==> src/pgs_pkg.sv <==
//==========================================================
// shared constants and carriers of the gear scaler
package pgs_pkg;
	// gear setting limits and defaults
	localparam logic [31:0] GEAR_MAX = 32'h4000_0000; // largest accepted value
	localparam logic [31:0] GEAR_MIN = 32'h0000_0001; // smallest accepted value
	localparam logic [30:0] NUM_DEF = 31'h0000_0004; // numerator default
	localparam logic [30:0] DEN_DEF = 31'h0000_0001; // denominator default

	//==========================================================
	// encoder resolution per revolution and count factor
	localparam logic [20:0] RES_13 = 21'h00_0800; // 13-bit encoder
	localparam logic [20:0] RES_16 = 21'h00_4000; // 16-bit encoder
	localparam logic [20:0] RES_17 = 21'h00_8000; // 17-bit encoder
	localparam logic [20:0] RES_20 = 21'h04_0000; // 20-bit encoder
	localparam logic [20:0] CNT_FACTOR = 21'h00_0004; // four counts per pulse

	//==========================================================
	// types
	typedef enum logic [1:0] {ENC_13, ENC_16, ENC_17, ENC_20} pgs_enc_t; // encoder kind

	typedef struct packed {
		logic [31:0] num; // written numerator
		logic [31:0] den; // written denominator
	} pgs_gear_set_t;

	typedef struct packed {
		logic [30:0] num; // active numerator
		logic [30:0] den; // active denominator
	} pgs_gear_t;
endpackage : pgs_pkg

==> src/pgs_divider.sv <==
`timescale 1ns/1ps
`default_nettype none
//==========================================================
// restoring divider, one quotient bit per clock
module pgs_divider #(
	parameter int W = 32
) (
	input wire logic mclk,
	input wire logic rst,
	input wire logic start,
	input wire logic [W-1:0] dividend,
	input wire logic [W-1:0] divisor,
	output logic busy,
	output logic done,
	output logic [W-1:0] quotient,
	output logic [W-1:0] remainder
);
	localparam int CW = $clog2(W + 1);
	localparam logic [CW-1:0] CNT_ONE = CW'(1);
	localparam logic [CW-1:0] CNT_FULL = CW'(W);

	logic [W-1:0] q_ff, nxt_q; // shifting dividend, becomes quotient
	logic [W:0] r_ff, nxt_r; // partial remainder
	logic [W-1:0] d_ff, nxt_d; // held divisor
	logic [CW-1:0] cnt_ff, nxt_cnt; // bits left
	logic busy_ff, nxt_busy;
	logic done_ff, nxt_done;
	logic [W:0] shifted; // remainder with next dividend bit
	logic fits; // trial subtraction succeeds

	//==========================================================
	// next-state computation
	always_comb begin
		nxt_q = q_ff;
		nxt_r = r_ff;
		nxt_d = d_ff;
		nxt_cnt = cnt_ff;
		nxt_busy = busy_ff;
		nxt_done = 1'b0;
		shifted = {r_ff[W-1:0], q_ff[W-1]};
		fits = (shifted >= {1'b0, d_ff});
		if (start && !busy_ff) begin
			// load operands
			nxt_q = dividend;
			nxt_r = '0;
			nxt_d = divisor;
			nxt_cnt = CNT_FULL;
			nxt_busy = 1'b1;
		end else if (busy_ff) begin
			// one restoring step
			nxt_r = fits ? (shifted - {1'b0, d_ff}) : shifted;
			nxt_q = {q_ff[W-2:0], fits};
			nxt_cnt = cnt_ff - CNT_ONE;
			if (cnt_ff == CNT_ONE) begin
				nxt_busy = 1'b0;
				nxt_done = 1'b1;
			end
		end
	end

	//==========================================================
	// registers
	always_ff @(posedge mclk) begin
		if (rst) begin
			q_ff <= '0;
			r_ff <= '0;
			d_ff <= '0;
			cnt_ff <= '0;
			busy_ff <= 1'b0;
			done_ff <= 1'b0;
		end else begin
			q_ff <= nxt_q;
			r_ff <= nxt_r;
			d_ff <= nxt_d;
			cnt_ff <= nxt_cnt;
			busy_ff <= nxt_busy;
			done_ff <= nxt_done;
		end
	end

	assign busy = busy_ff;
	assign done = done_ff;
	assign quotient = q_ff;
	assign remainder = r_ff[W-1:0];

	//==========================================================
	// checks
	property p_div_latency;
		@(posedge mclk) disable iff (rst)
		(start && !busy_ff) |=> busy_ff [*2] ##[1:40] done_ff;
	endproperty
	a_div_latency: assert property (p_div_latency)
		else $error("divider did not finish in time");

	property p_div_exact;
		@(posedge mclk) disable iff (rst)
		done_ff |-> (r_ff < {1'b0, d_ff});
	endproperty
	a_div_exact: assert property (p_div_exact)
		else $error("divider remainder not below divisor");
endmodule : pgs_divider
`default_nettype wire

==> src/pgs_gear_scaler.sv <==
`timescale 1ns/1ps
`default_nettype none
// Overview of operation
// - one reference pulse is one reference unit
// - numerator 1..2^30, default 4, adopted at restart
// - denominator 1..2^30, default 1, adopted at restart
// - encoder resolution by type, times four
module pgs_gear_scaler #(
	parameter int PW = 48, // feedback position width
	parameter int QW = 16 // pending reference counter width
) (
	input wire logic mclk,
	input wire logic rst,
	input wire logic ref_pulse, // reference pulse pin, async
	input wire logic ref_dir, // reference direction pin, 1 = reverse
	input wire pgs_pkg::pgs_gear_set_t gear_set, // written gear settings
	input wire logic gear_set_valid, // settings present, else defaults
	input wire pgs_pkg::pgs_enc_t enc_type, // encoder kind
	output pgs_pkg::pgs_gear_t gear_active, // ratio in use
	output logic [20:0] counts_per_rev, // feedback counts per revolution
	output logic signed [PW-1:0] fb_pos, // accumulated encoder counts
	output logic signed [32:0] fb_step, // counts added by last conversion
	output logic fb_valid, // one-cycle pulse per conversion
	output logic ready // settings adopted, converting
);
	localparam logic signed [QW-1:0] Q_ONE = QW'(1);

	typedef enum {ST_LOAD, ST_IDLE, ST_DIV} pgs_state_t;

	//==========================================================
	// pin synchronisers
	logic ref_meta_ff, ref_sync_ff, ref_prev_ff; // pulse pin chain
	logic dir_meta_ff, dir_sync_ff; // direction pin chain
	logic ref_edge; // new reference unit

	always_ff @(posedge mclk) begin
		if (rst) begin
			ref_meta_ff <= 1'b0;
			ref_sync_ff <= 1'b0;
			ref_prev_ff <= 1'b0;
			dir_meta_ff <= 1'b0;
			dir_sync_ff <= 1'b0;
		end else begin
			ref_meta_ff <= ref_pulse;
			ref_sync_ff <= ref_meta_ff;
			ref_prev_ff <= ref_sync_ff;
			dir_meta_ff <= ref_dir;
			dir_sync_ff <= dir_meta_ff;
		end
	end

	// rising edge of the clean pulse is one unit
	assign ref_edge = ref_sync_ff && !ref_prev_ff;

	//==========================================================
	// clamp a written setting into its legal range
	function automatic logic [30:0] clamp_gear(input logic [31:0] v);
		logic [31:0] c;
		c = v;
		if (v < pgs_pkg::GEAR_MIN) begin
			c = pgs_pkg::GEAR_MIN;
		end else if (v > pgs_pkg::GEAR_MAX) begin
			c = pgs_pkg::GEAR_MAX;
		end
		return c[30:0];
	endfunction : clamp_gear

	//==========================================================
	// state
	pgs_state_t state_ff, nxt_state; // converter sequence
	pgs_pkg::pgs_gear_t gear_ff, nxt_gear; // active ratio
	logic [20:0] cpr_ff, nxt_cpr; // counts per revolution
	logic signed [QW-1:0] pend_ff, nxt_pend; // units waiting
	logic [30:0] rem_ff, nxt_rem; // carried fraction numerator
	logic rev_ff, nxt_rev; // direction of current conversion
	logic signed [PW-1:0] pos_ff, nxt_pos;
	logic signed [32:0] step_ff, nxt_step;
	logic valid_ff, nxt_valid;
	logic take; // one unit leaves the queue
	logic div_start, div_busy, div_done;
	logic [31:0] div_a, div_b, div_q, div_r;

	//==========================================================
	// next values
	always_comb begin
		nxt_state = state_ff;
		nxt_gear = gear_ff;
		nxt_cpr = cpr_ff;
		nxt_rem = rem_ff;
		nxt_rev = rev_ff;
		nxt_pos = pos_ff;
		nxt_step = step_ff;
		nxt_valid = 1'b0;
		take = 1'b0;
		div_start = 1'b0;
		div_a = '0;
		div_b = {1'b0, gear_ff.den};
		unique case (state_ff)
			ST_LOAD: begin
				// settings are adopted only here, right after restart
				if (gear_set_valid) begin
					nxt_gear.num = clamp_gear(gear_set.num);
					nxt_gear.den = clamp_gear(gear_set.den);
				end else begin
					nxt_gear.num = pgs_pkg::NUM_DEF;
					nxt_gear.den = pgs_pkg::DEN_DEF;
				end
				// resolution times four per encoder kind
				unique case (enc_type)
					pgs_pkg::ENC_13: nxt_cpr = pgs_pkg::RES_13 * pgs_pkg::CNT_FACTOR;
					pgs_pkg::ENC_16: nxt_cpr = pgs_pkg::RES_16 * pgs_pkg::CNT_FACTOR;
					pgs_pkg::ENC_17: nxt_cpr = pgs_pkg::RES_17 * pgs_pkg::CNT_FACTOR;
					pgs_pkg::ENC_20: nxt_cpr = pgs_pkg::RES_20 * pgs_pkg::CNT_FACTOR;
				endcase
				nxt_rem = '0;
				nxt_state = ST_IDLE;
			end
			ST_IDLE: begin
				// start one unit; the ratio is num/den, the host keeps it sane
				if (pend_ff != '0) begin
					take = 1'b1;
					div_start = 1'b1;
					nxt_rev = pend_ff[QW-1];
					// reverse works on the mirrored fraction
					if (pend_ff[QW-1]) begin
						div_a = {1'b0, gear_ff.den - 31'h1 - rem_ff} + {1'b0, gear_ff.num};
					end else begin
						div_a = {1'b0, rem_ff} + {1'b0, gear_ff.num};
					end
					nxt_state = ST_DIV;
				end
			end
			ST_DIV: begin
				// whole counts go out, the fraction stays for later
				if (div_done) begin
					if (rev_ff) begin
						nxt_rem = gear_ff.den - 31'h1 - div_r[30:0];
						nxt_step = -$signed({1'b0, div_q});
					end else begin
						nxt_rem = div_r[30:0];
						nxt_step = $signed({1'b0, div_q});
					end
					nxt_pos = pos_ff + PW'(nxt_step);
					nxt_valid = 1'b1;
					nxt_state = ST_IDLE;
				end
			end
		endcase
	end

	// queue of units: arrival and departure of the same direction in one cycle cancel
	always_comb begin
		nxt_pend = pend_ff;
		if (ref_edge) begin
			nxt_pend = dir_sync_ff ? (nxt_pend - Q_ONE) : (nxt_pend + Q_ONE);
		end
		if (take) begin
			nxt_pend = pend_ff[QW-1] ? (nxt_pend + Q_ONE) : (nxt_pend - Q_ONE);
		end
	end

	//==========================================================
	// registers
	always_ff @(posedge mclk) begin
		if (rst) begin
			state_ff <= ST_LOAD;
			gear_ff.num <= pgs_pkg::NUM_DEF;
			gear_ff.den <= pgs_pkg::DEN_DEF;
			cpr_ff <= '0;
			pend_ff <= '0;
			rem_ff <= '0;
			rev_ff <= 1'b0;
			pos_ff <= '0;
			step_ff <= '0;
			valid_ff <= 1'b0;
		end else begin
			state_ff <= nxt_state;
			gear_ff <= nxt_gear;
			cpr_ff <= nxt_cpr;
			pend_ff <= nxt_pend;
			rem_ff <= nxt_rem;
			rev_ff <= nxt_rev;
			pos_ff <= nxt_pos;
			step_ff <= nxt_step;
			valid_ff <= nxt_valid;
		end
	end

	//==========================================================
	// divider
	pgs_divider #(
		.W(32)
	) u_div (
		.mclk(mclk),
		.rst(rst),
		.start(div_start),
		.dividend(div_a),
		.divisor(div_b),
		.busy(div_busy),
		.done(div_done),
		.quotient(div_q),
		.remainder(div_r)
	);

	assign gear_active = gear_ff;
	assign counts_per_rev = cpr_ff;
	assign fb_pos = pos_ff;
	assign fb_step = step_ff;
	assign fb_valid = valid_ff;
	assign ready = (state_ff != ST_LOAD);

	//==========================================================
	// checks
	property p_ref_unit;
		@(posedge mclk) disable iff (rst)
		(ref_edge && !dir_sync_ff && !take) |=> (pend_ff == $past(pend_ff) + Q_ONE);
	endproperty
	a_ref_unit: assert property (p_ref_unit)
		else $error("reference edge not counted as one unit");

	property p_num_range;
		@(posedge mclk) disable iff (rst)
		ready |-> (gear_ff.num != '0) && ({1'b0, gear_ff.num} <= pgs_pkg::GEAR_MAX);
	endproperty
	a_num_range: assert property (p_num_range)
		else $error("numerator out of range");

	property p_den_hold;
		@(posedge mclk) disable iff (rst)
		(ready && (gear_ff.den != '0)) |=> $stable(gear_ff.den) && $stable(gear_ff.num);
	endproperty
	a_den_hold: assert property (p_den_hold)
		else $error("gear ratio changed without restart");

	property p_cpr;
		@(posedge mclk) disable iff (rst)
		(state_ff == ST_LOAD && enc_type == pgs_pkg::ENC_20) |=> (cpr_ff == 21'h10_0000);
	endproperty
	a_cpr: assert property (p_cpr)
		else $error("wrong counts per revolution");

	property p_rem_below;
		@(posedge mclk) disable iff (rst)
		ready |-> (rem_ff < gear_ff.den);
	endproperty
	a_rem_below: assert property (p_rem_below)
		else $error("carried remainder not below denominator");

	property p_step_pos;
		@(posedge mclk) disable iff (rst)
		valid_ff |-> (pos_ff == $past(pos_ff) + PW'(step_ff));
	endproperty
	a_step_pos: assert property (p_step_pos)
		else $error("position not advanced by step");

	// the divider is only ever busy while a conversion is in flight
	property p_div_idle;
		@(posedge mclk) disable iff (rst)
		(state_ff == ST_IDLE) |-> !div_busy;
	endproperty
	a_div_idle: assert property (p_div_idle)
		else $error("divider busy while converter idle");
endmodule : pgs_gear_scaler
`default_nettype wire

==> config.mk <==
export PLATFORM = sky130hd
export DESIGN_NAME = pgs_gear_scaler
export DESIGN_NICKNAME = d
export VERILOG_FILES = /design/src/pgs_pkg.sv /design/src/pgs_divider.sv /design/src/pgs_gear_scaler.sv
export SDC_FILE = /design/constraint.sdc
export NUM_CORES = 1
export LEC_CHECK = 0
export ABC_CLOCK_PERIOD_IN_PS = 6900
export BUFFER_PORTS_ARGS = -buffer_cell sky130_fd_sc_hd__clkbuf_2
export CAP_MARGIN = 40
export CORE_MARGIN = 3
export CORE_UTILIZATION = 35
export DETAILED_ROUTE_END_ITERATION = 6
export SLEW_MARGIN = 25
export SYNTH_ARGS = -nofsm -noshare
export SYNTH_HDL_FRONTEND = slang
export SYNTH_HIERARCHICAL = 1
export SYNTH_SLANG_ARGS = --single-unit
==> constraint.sdc <==
create_clock -name mclk -period 6.9 [get_ports mclk]
set_input_delay 0.345 -clock mclk [delete_from_list [all_inputs] [get_ports mclk]]
set_output_delay 0.345 -clock mclk [all_outputs]
set_load 0.01 [all_outputs]
Yosys cells after proc, flatten, opt, wreduce, memory -nomap -nowiden
Index checks and enable logic that the tools add are counted.
Word-level totals
  input bits: 71
  logic and storage cells: 101
  output and inout port bits: 166
  bits in registers: 353
Operators by class
  equality and inequality tests: 8
  bitwise logic cells: 2
  mux-type cells: 34
  $lt $le $gt $ge: 5
  add/sub/neg operators: 13
  reductions and logical operators: 17
Operator list (count)
  32-bit 2-to-1 mux: 8
  31-bit 2-to-1 mux: 6
  33-bit 2-to-1 mux: 3
  32-bit one-hot mux with 3 select lines: 1
  21-bit one-hot mux with 4 select lines: 1
  31-bit by 31-bit adder with 32-bit output: 2
  32-bit by 31-bit greater-than comparator with 1-bit output (second input constant): 2
  32-bit by 1-bit less-than comparator with 1-bit output (second input constant): 2
  16-bit 2-to-1 mux: 4
  62-bit 2-to-1 mux: 1
  31-bit one-hot mux with 2 select lines: 1
  31-bit subtractor: 2
  48-bit by 33-bit adder with 48-bit output: 1
  33-bit by 31-bit greater-or-equal comparator with 1-bit output: 1
  32-bit negator with 33-bit output: 1
  16-bit by 2-bit adder with 16-bit output (second input constant): 2
  32-bit by 1-bit == test with 1-bit output (second input constant): 1
  32-bit by 2-bit == test with 1-bit output (second input constant): 1
  32-bit zero test: 1
  32-bit nonzero test: 1
  16-bit by 2-bit subtractor with 16-bit output (second input constant): 2
  32-bit by 31-bit subtractor with 32-bit output: 1
  31-bit by 1-bit subtractor with 31-bit output (second input constant): 1
  16-bit nonzero test: 1
  16 further kinds: 32

Longest topological paths before layout
Gate-level depths: netlist (run 1).
  word-level depth: 7
  gate-level depth with buffers: 31
  depth with buffers taken out: 30

By module
Netlist (run 1), hierarchy kept.
By module, submodules not included
  pgs_gear_scaler: cells each 2462, area each 18217.5 um2, seq. area each 4063.9 um2, instances 1
  pgs_divider: cells each 828, area each 6271.0 um2, seq. area each 2082.0 um2, instances 1

Worst setup path before layout (run 1)
No wires, ideal clock.
  path kind: register -> register
  from: register gear_ff, in the netlist gear_active[0]
  to: register u_div.q_ff[31], in the netlist u_div/quotient[31]
  period minus slack after synthesis: 5405 ps
  setup time: 128 ps
  path buffers: 1
  cell stages (with the launch flop): 32
  path slack: 1495 ps
  required time: 6772 ps
  data arrival time: 5277 ps
  cells stage by stage: dfxtp_1 inv_1 ha_1 nor3b_2 nand2_1 or4_1 xnor2_1 ha_1 clkbuf_1 nand4_1 o21ai_0 a31oi_1 a21o_1 nand2_1 a21o_1 a21oi_1 xor2_1 mux2i_1 ha_1 a21o_1 nor2_1 o21ai_0 a21oi_1 o21ai_0 a31oi_1 o31ai_1 o41ai_1 o21ai_0 mux2i_1 nor2_1 a21oi_1 nor2_1
On the way
  longest elaborated chain between the ends: 7
RTL lines
  from (decl): RTL line pgs_gear_scaler.sv:71  | pgs_pkg::pgs_gear_t gear_ff, nxt_gear;
  from (signal assigned): RTL line pgs_gear_scaler.sv:178  | gear_ff <= nxt_gear;
  31-bit by 1-bit subtractor with 31-bit output: RTL line pgs_gear_scaler.sv:126  | div_a = {1'b0, gear_ff.den - 31'h1 - rem_ff} + {1'b0, gear_ff.num};
  31-bit subtractor: RTL line pgs_gear_scaler.sv:126
  31-bit by 31-bit adder with 32-bit output: RTL line pgs_gear_scaler.sv:126
  32-bit 2-to-1 mux: RTL line pgs_gear_scaler.sv:125  | if (pend_ff[QW-1]) begin
  32-bit 2-to-1 mux: RTL line pgs_gear_scaler.sv:120  | if (pend_ff != '0) begin
  32-bit 2-to-1 mux: RTL line pgs_gear_scaler.sv:98  | unique case (state_ff)
  named net div_a[31]: RTL line pgs_gear_scaler.sv:81  | logic [31:0] div_a, div_b, div_q, div_r;
  32-bit 2-to-1 mux: RTL line pgs_divider.sv:42  | if (start && !busy_ff) begin
  to (signal assigned): RTL line pgs_divider.sv:72  | q_ff <= nxt_q;
  to (decl): RTL line pgs_divider.sv:22  | logic [W-1:0] q_ff, nxt_q;
The timed path passes the listed nets, and every way through them passes these cells.
A chain may end at the register's enable or synchronous reset.

Worst setup path in the final report (run 1)
  from: register gear_ff, in the netlist gear_active[2]
  to: register u_div.q_ff[31], in the netlist u_div/quotient[31]
Same word-level chain as after synthesis.

==> results.toml, run 1 <==
[clock_network]
clkSlewWorstSetupHoldPaths_ns = 0.06
h-tree-depth = 2
cts_tree = "done"
clock-sinks = 307
clkLatencyLatePin_ns = 0.58
root_buffer = "clkbuf_16"
clock_path_buffers = 3
cts_made_buffers = 41
cts_setup_buffers = 0

[critical_path]
critPathCaptureType = "register"
crit_arrival_ns = 6.60
slowest_stage = "or4_1"
worstSetupPathType = "register to register"
cp_top_family = "compound AO/OA/AOI/OAI gates"
critPathLaunchType = "register"
worst-path-buf-inv = 0
cp_max_fo = 7
max_stage_delay_ns = 0.58
crit_required_ns = 7.33

[grt]
grt_pass1_vias = 22200
antenna_found_initial = 0
grt-ovfl-total = 0
grt_pass1_wl_um = 125000
globalRouteTotalUtil = 0.211
grt_max_degree = 106

[logic_synthesis]
yosys_warnings = 6
ys_seq_area_frac = 0.251
synth_cell_type_count = 106
syn_inst = 3290
syn_area_mm2 = 0.0245
async_reset_ff_frac = 0
synth_seq_cells = 307
syn_avg_cell_area_um2 = 7.44
synth_edf_count = 0
ys.flop_type = "dfxtp_1"

[placed_design]
hpwl_um = 61800
place_area_mm2 = 0.0262
portBuffers = 219
dp_slack_ns = 0.797
place.gp.congestion = 0.922

[floorplan]
placementRows = 96
core_area_mm2 = 0.0689
die_y_um = 271
initial_core_util = 0.355
ios = 237
die_area_mm2 = 0.0732
fp.dieW_um = 271

[sta]
tightestPinTransition_ns = 0.761
maxClockFrequency_mhz = 162
setup_tns_ns = 0
slew_viol_final = 0
rsz0062_at_grt = "false"
finalCritPeriodShare = 0.894
finalSetupViolCount = 0
fin_crit_ns = 6.17
relSlewSlack = 0.490
clock_skew_ns = 0.0326
worst_slack_ns = 0.729
hold_viol_final = 0

[drt]
wire_per_inst_um = 18.3
drt-total-wl_um = 80200
drt_iter0_drc = 1791
via_per_inst = 5.45
ant_nets = 0
drc = 0
vias = 23900
drt_first_pass_iters = 7

[finish]
syn2layout_area_growth_pct = 13.9
register_area_mm2 = 0.00615
diodes = 0
multi_input_area_mm2 = 0.0170
fin_area_mm2 = 0.0279
layout-drive-gt1-share = 0.112
nNetsFinal = 3711
fillers = 7162

[pwr]
peakVddDrop_mv = 0.500
leakage_nw = 11.9
clkPwrFrac = 0.157
power_switching_w = 0.00717
power.density_mw_per_mm2 = 513
power.internal_w = 0.00715
seq_power_share = 0.163
switching_share = 0.501
p_comb_frac = 0.679

[status]
status = "completed"

[flow_run]
maxCapViolCount = 0

[worst_hold_path]
hold_class = "input port to register"
==> placed cells by master, fill, tap and decap left out, types with 69 or more instances in the layout <==
cell,n
nor2_1,380
nand2_1,372
a21oi_1,316
dfxtp_1,304
clkbuf_2,218
ha_1,203
o21ai_0,169
inv_1,144
xnor2_1,113
xor2_1,92
a21o_1,89
nor3_1,88
nand3_1,77
a22oi_1,69
==> state kept, by name, indices dropped and copies added, names as in the netlist <==
name,count
gear_active,62
fb_pos,48
fb_step,33
u_div/d_ff,32
u_div/quotient,32
u_div/r_ff,32
rem_ff,31
pend_ff,16
u_div/cnt_ff,6
counts_per_rev,4
state_ff,2
dir_meta_ff,1
dir_sync_ff,1
fb_valid,1
ref_meta_ff,1
ref_prev_ff,1
ref_sync_ff,1
rev_ff,1
u_div/busy,1
u_div/done,1
==> routing by layer <==
| layer | track usage | up-vias | wire (um) |
|---|---|---|---|
| met1 | 0.289 | 11100 | 37900 |
| met4 | 0.0694 | 0 | 2670 |
| met5 | 0 | - | 0 |
| li1 | - | 12100 | - |
| met3 | 0.0286 | 113 | 3950 |
| met2 | 0.341 | 580 | 35700 |
==> cell type report <==
class | count | area share
Multi-Input combinational cell | 2664 | 0.609
Sequential cell | 307 | 0.220
Timing Repair Buffer | 266 | 0.0573
Tap cell | 931 | 0.0417
Clock buffer | 53 | 0.0413
Inverter | 150 | 0.0207
Clock inverter | 21 | 0.00982
==> kinds of logic after synthesis <==
kind of cell / count (synthesis) / synth area share
AO/OA/AOI/OAI: 976 / 0.255
XOR/XNOR: 205 / 0.0733
adder cells (fa/ha/maj): 210 / 0.109
buffers and inverters: 336 / 0.0592
flip-flops: 307 / 0.251
multiplexers: 55 / 0.0226
other: 1 / 0.000153
AND/OR/NAND/NOR: 1200 / 0.229
==> final timing paths <==
check                  from                  to  slack, ns  cells past startpoint
min reg2reg     ref_meta_ff         ref_sync_ff       0.44                      1
min            gear_set[15]     gear_active[15]       0.03                      3
max reg2reg  gear_active[2]  u_div/quotient[31]       0.73                     29
max          gear_active[2]  u_div/quotient[31]       0.73                     29
==> power groups by stage <==
stage                     clock network, W  registers (W)  logic (W)
after detailed placement                 0        0.00237    0.00954
after CTS                          0.00232        0.00233    0.00959
after floorplan                          0        0.00221    0.00771
after global routing               0.00239        0.00238     0.0108
after global placement                   0        0.00237    0.00954
final                              0.00225        0.00234    0.00973
==> synthesized netlist by cell type, drive strengths merged, types with 89 or more instances <==
cell    count  area [um^2]
nand2     372         1400
clkbuf    124          467
xnor2     113          990
o21ai     190          955
ha        203         2540
nor2      385         1450
nor3       92          475
inv       146          548
a21o       89          668
dfxtp     307         6150
a21oi     319         1610
xor2       92          806
==> timing repair <==
item,in CTS,in global routing
resized for setup,0,0
endpoints found under the hold margin,13,0
hold buffers,13,0
==> tightest hold or removal path: cells and delay by family <==
family,cells,cell delay (ns)
buffers and inverters,1,0.09
AO/OA/AOI/OAI,1,0.06
AND/OR/NAND/NOR,1,0.07
==> per-stage QoR <==
step                      power, W  std cells  utilization  hold slack, ns
after floorplan            0.00992       3307            -           0.414
after global routing        0.0155       4392        0.405          0.0167
after detailed placement    0.0119       4301        0.381           0.425
after global placement      0.0119       4297        0.380           0.431
final                       0.0143       4392        0.405          0.0339
after CTS                   0.0142       4388        0.403        0.000941
No activity file was read; power rests on OpenSTA's default activity.
==> inputs of run 2 (changes only) <==
HOLD_SLACK_MARGIN = 0.1   (was default)
==> results.toml, run 2 (same netlist as run 1, synthesis figures left out) <==
[status]
status = "completed"

[worst_hold_path]
hold_depth = 3
hold_class = "input port to register"

[floorplan]
fp.dieW_um = 271
initial_core_util = 0.355
die_area_mm2 = 0.0732
placementRows = 96
ios = 237
die_y_um = 271
core_area_mm2 = 0.0689

[finish]
layout-drive-gt1-share = 0.111
largest_register_ffs = 62
fillers = 7119
register_area_mm2 = 0.00615
layout_common_cells = "nor2_1, nand2_1, a21oi_1, dfxtp_1, clkbuf_2"
final_common_cell = "nor2_1"
syn2layout_area_growth_pct = 15.7
nNetsFinal = 3753
diodes = 0
multi_input_area_mm2 = 0.0170

[pwr]
peakVddDrop_mv = 0.498
power.density_mw_per_mm2 = 506
leakage_nw = 12.0

[clock_network]
clock_path_buffers = 3
clkSlewWorstSetupHoldPaths_ns = 0.06
clkLatencyLatePin_ns = 0.58
clock-sinks = 307
cts_made_buffers = 41
cts_tree = "done"
h-tree-depth = 2
root_buffer = "clkbuf_16"
cts_setup_buffers = 0

[sta]
clock_skew_ns = 0.0338
relSlewSlack = 0.489
finalSetupViolCount = 0
setup_tns_ns = 0
fin_crit_ns = 6.15
maxClockFrequency_mhz = 163
finalCritPeriodShare = 0.892
rsz0062_at_grt = "false"
fin_hold_ws_ns = 0.130
slew_viol_final = 0
tightestPinTransition_ns = 0.761
hold_viol_final = 0
worst_slack_ns = 0.749

[placed_design]
portBuffers = 219
place.gp.congestion = 0.922
dp_slack_ns = 0.797
hpwl_um = 61800

[drt]
wire_per_inst_um = 18.2
via_per_inst = 5.43
ant_nets = 0
drt-total-wl_um = 80800
drc = 0
vias = 24100
drt_iter0_drc = 1804
drt_first_pass_iters = 5

[critical_path]
max_stage_delay_ns = 0.58
critPathCaptureType = "register"
r2r_cells = 29
critPathLaunchType = "register"
crit_required_ns = 7.33
crit_arrival_ns = 6.58
worstSetupPathType = "register to register"
cp_max_fo = 7
slowest_stage = "or4_1"

[grt]
grt-ovfl-total = 0
grt_max_degree = 106
grt_pass1_vias = 22400
grt_pass1_wl_um = 126000
antenna_found_initial = 0
globalRouteTotalUtil = 0.212

[flow_run]
maxCapViolCount = 0
run 2: changes by cell type in the layout (fill, tap and decap cells not counted):
cell | before | now
dlygate4sd3_1 | 13 | 55
run 2: repair_timing:
action,CTS,global route
hold buffers,55,0
resized for setup,0,0
endpoints found under the hold margin,55,0
setup endpoints to repair,0,0
run 2: path summary, 6_finish.rpt:
check,from,to,slack [ns]
max,gear_active[2],u_div/quotient[31],0.75
min,gear_set[41],gear_active[40],0.13
max reg2reg,gear_active[2],u_div/quotient[31],0.75
min reg2reg,ref_meta_ff,ref_sync_ff,0.44
run 2: metrics by stage:
step           area [um^2]  total power (W)  utilization  cells
2_1_floorplan        24600          0.00992            -   3307
3_3_place_gp         26200           0.0119        0.380   4297
3_5_place_dp         26200           0.0119        0.381   4301
4_1_cts              28200           0.0143        0.409   4430
5_1_grt              28300           0.0155        0.411   4434
6_report             28300           0.0143        0.411   4434
run 2: final cells by class:
cell class / count / share of cell area
sequential: 307 / 0.217
clock buffer: 53 / 0.0407
clock inverter: 21 / 0.00967
inverter: 150 / 0.0204
multi-input combinational: 2664 / 0.600
timing repair buffer: 308 / 0.0713
tap: 931 / 0.0411
run 2: where the power goes:
group,internal (W),total [W],switching [W]
registers,0.00199,0.00234,0.000348
logic,0.00383,0.00974,0.00591
clock network,0.00134,0.00225,0.000910
run 2: critical path, delay by kind of cell (launching register included):
family	cells	cell delay [ns]
muxes	2	0.26
AOI/OAI and AO/OA	15	2.76
adders and majority gates	2	0.70
and+or+nand+nor	9	1.76
xor gates and xnor gates	1	0.15
DFF	1	0.38
run 2: layer usage:
metal / vias up / track usage / routed length [um]
met5: - / 0 / 0
li1: 12200 / - / -
met1: 11200 / 0.290 / 37900
met3: 120 / 0.0282 / 3990
met4: 0 / 0.0700 / 2720
met2: 592 / 0.345 / 36200
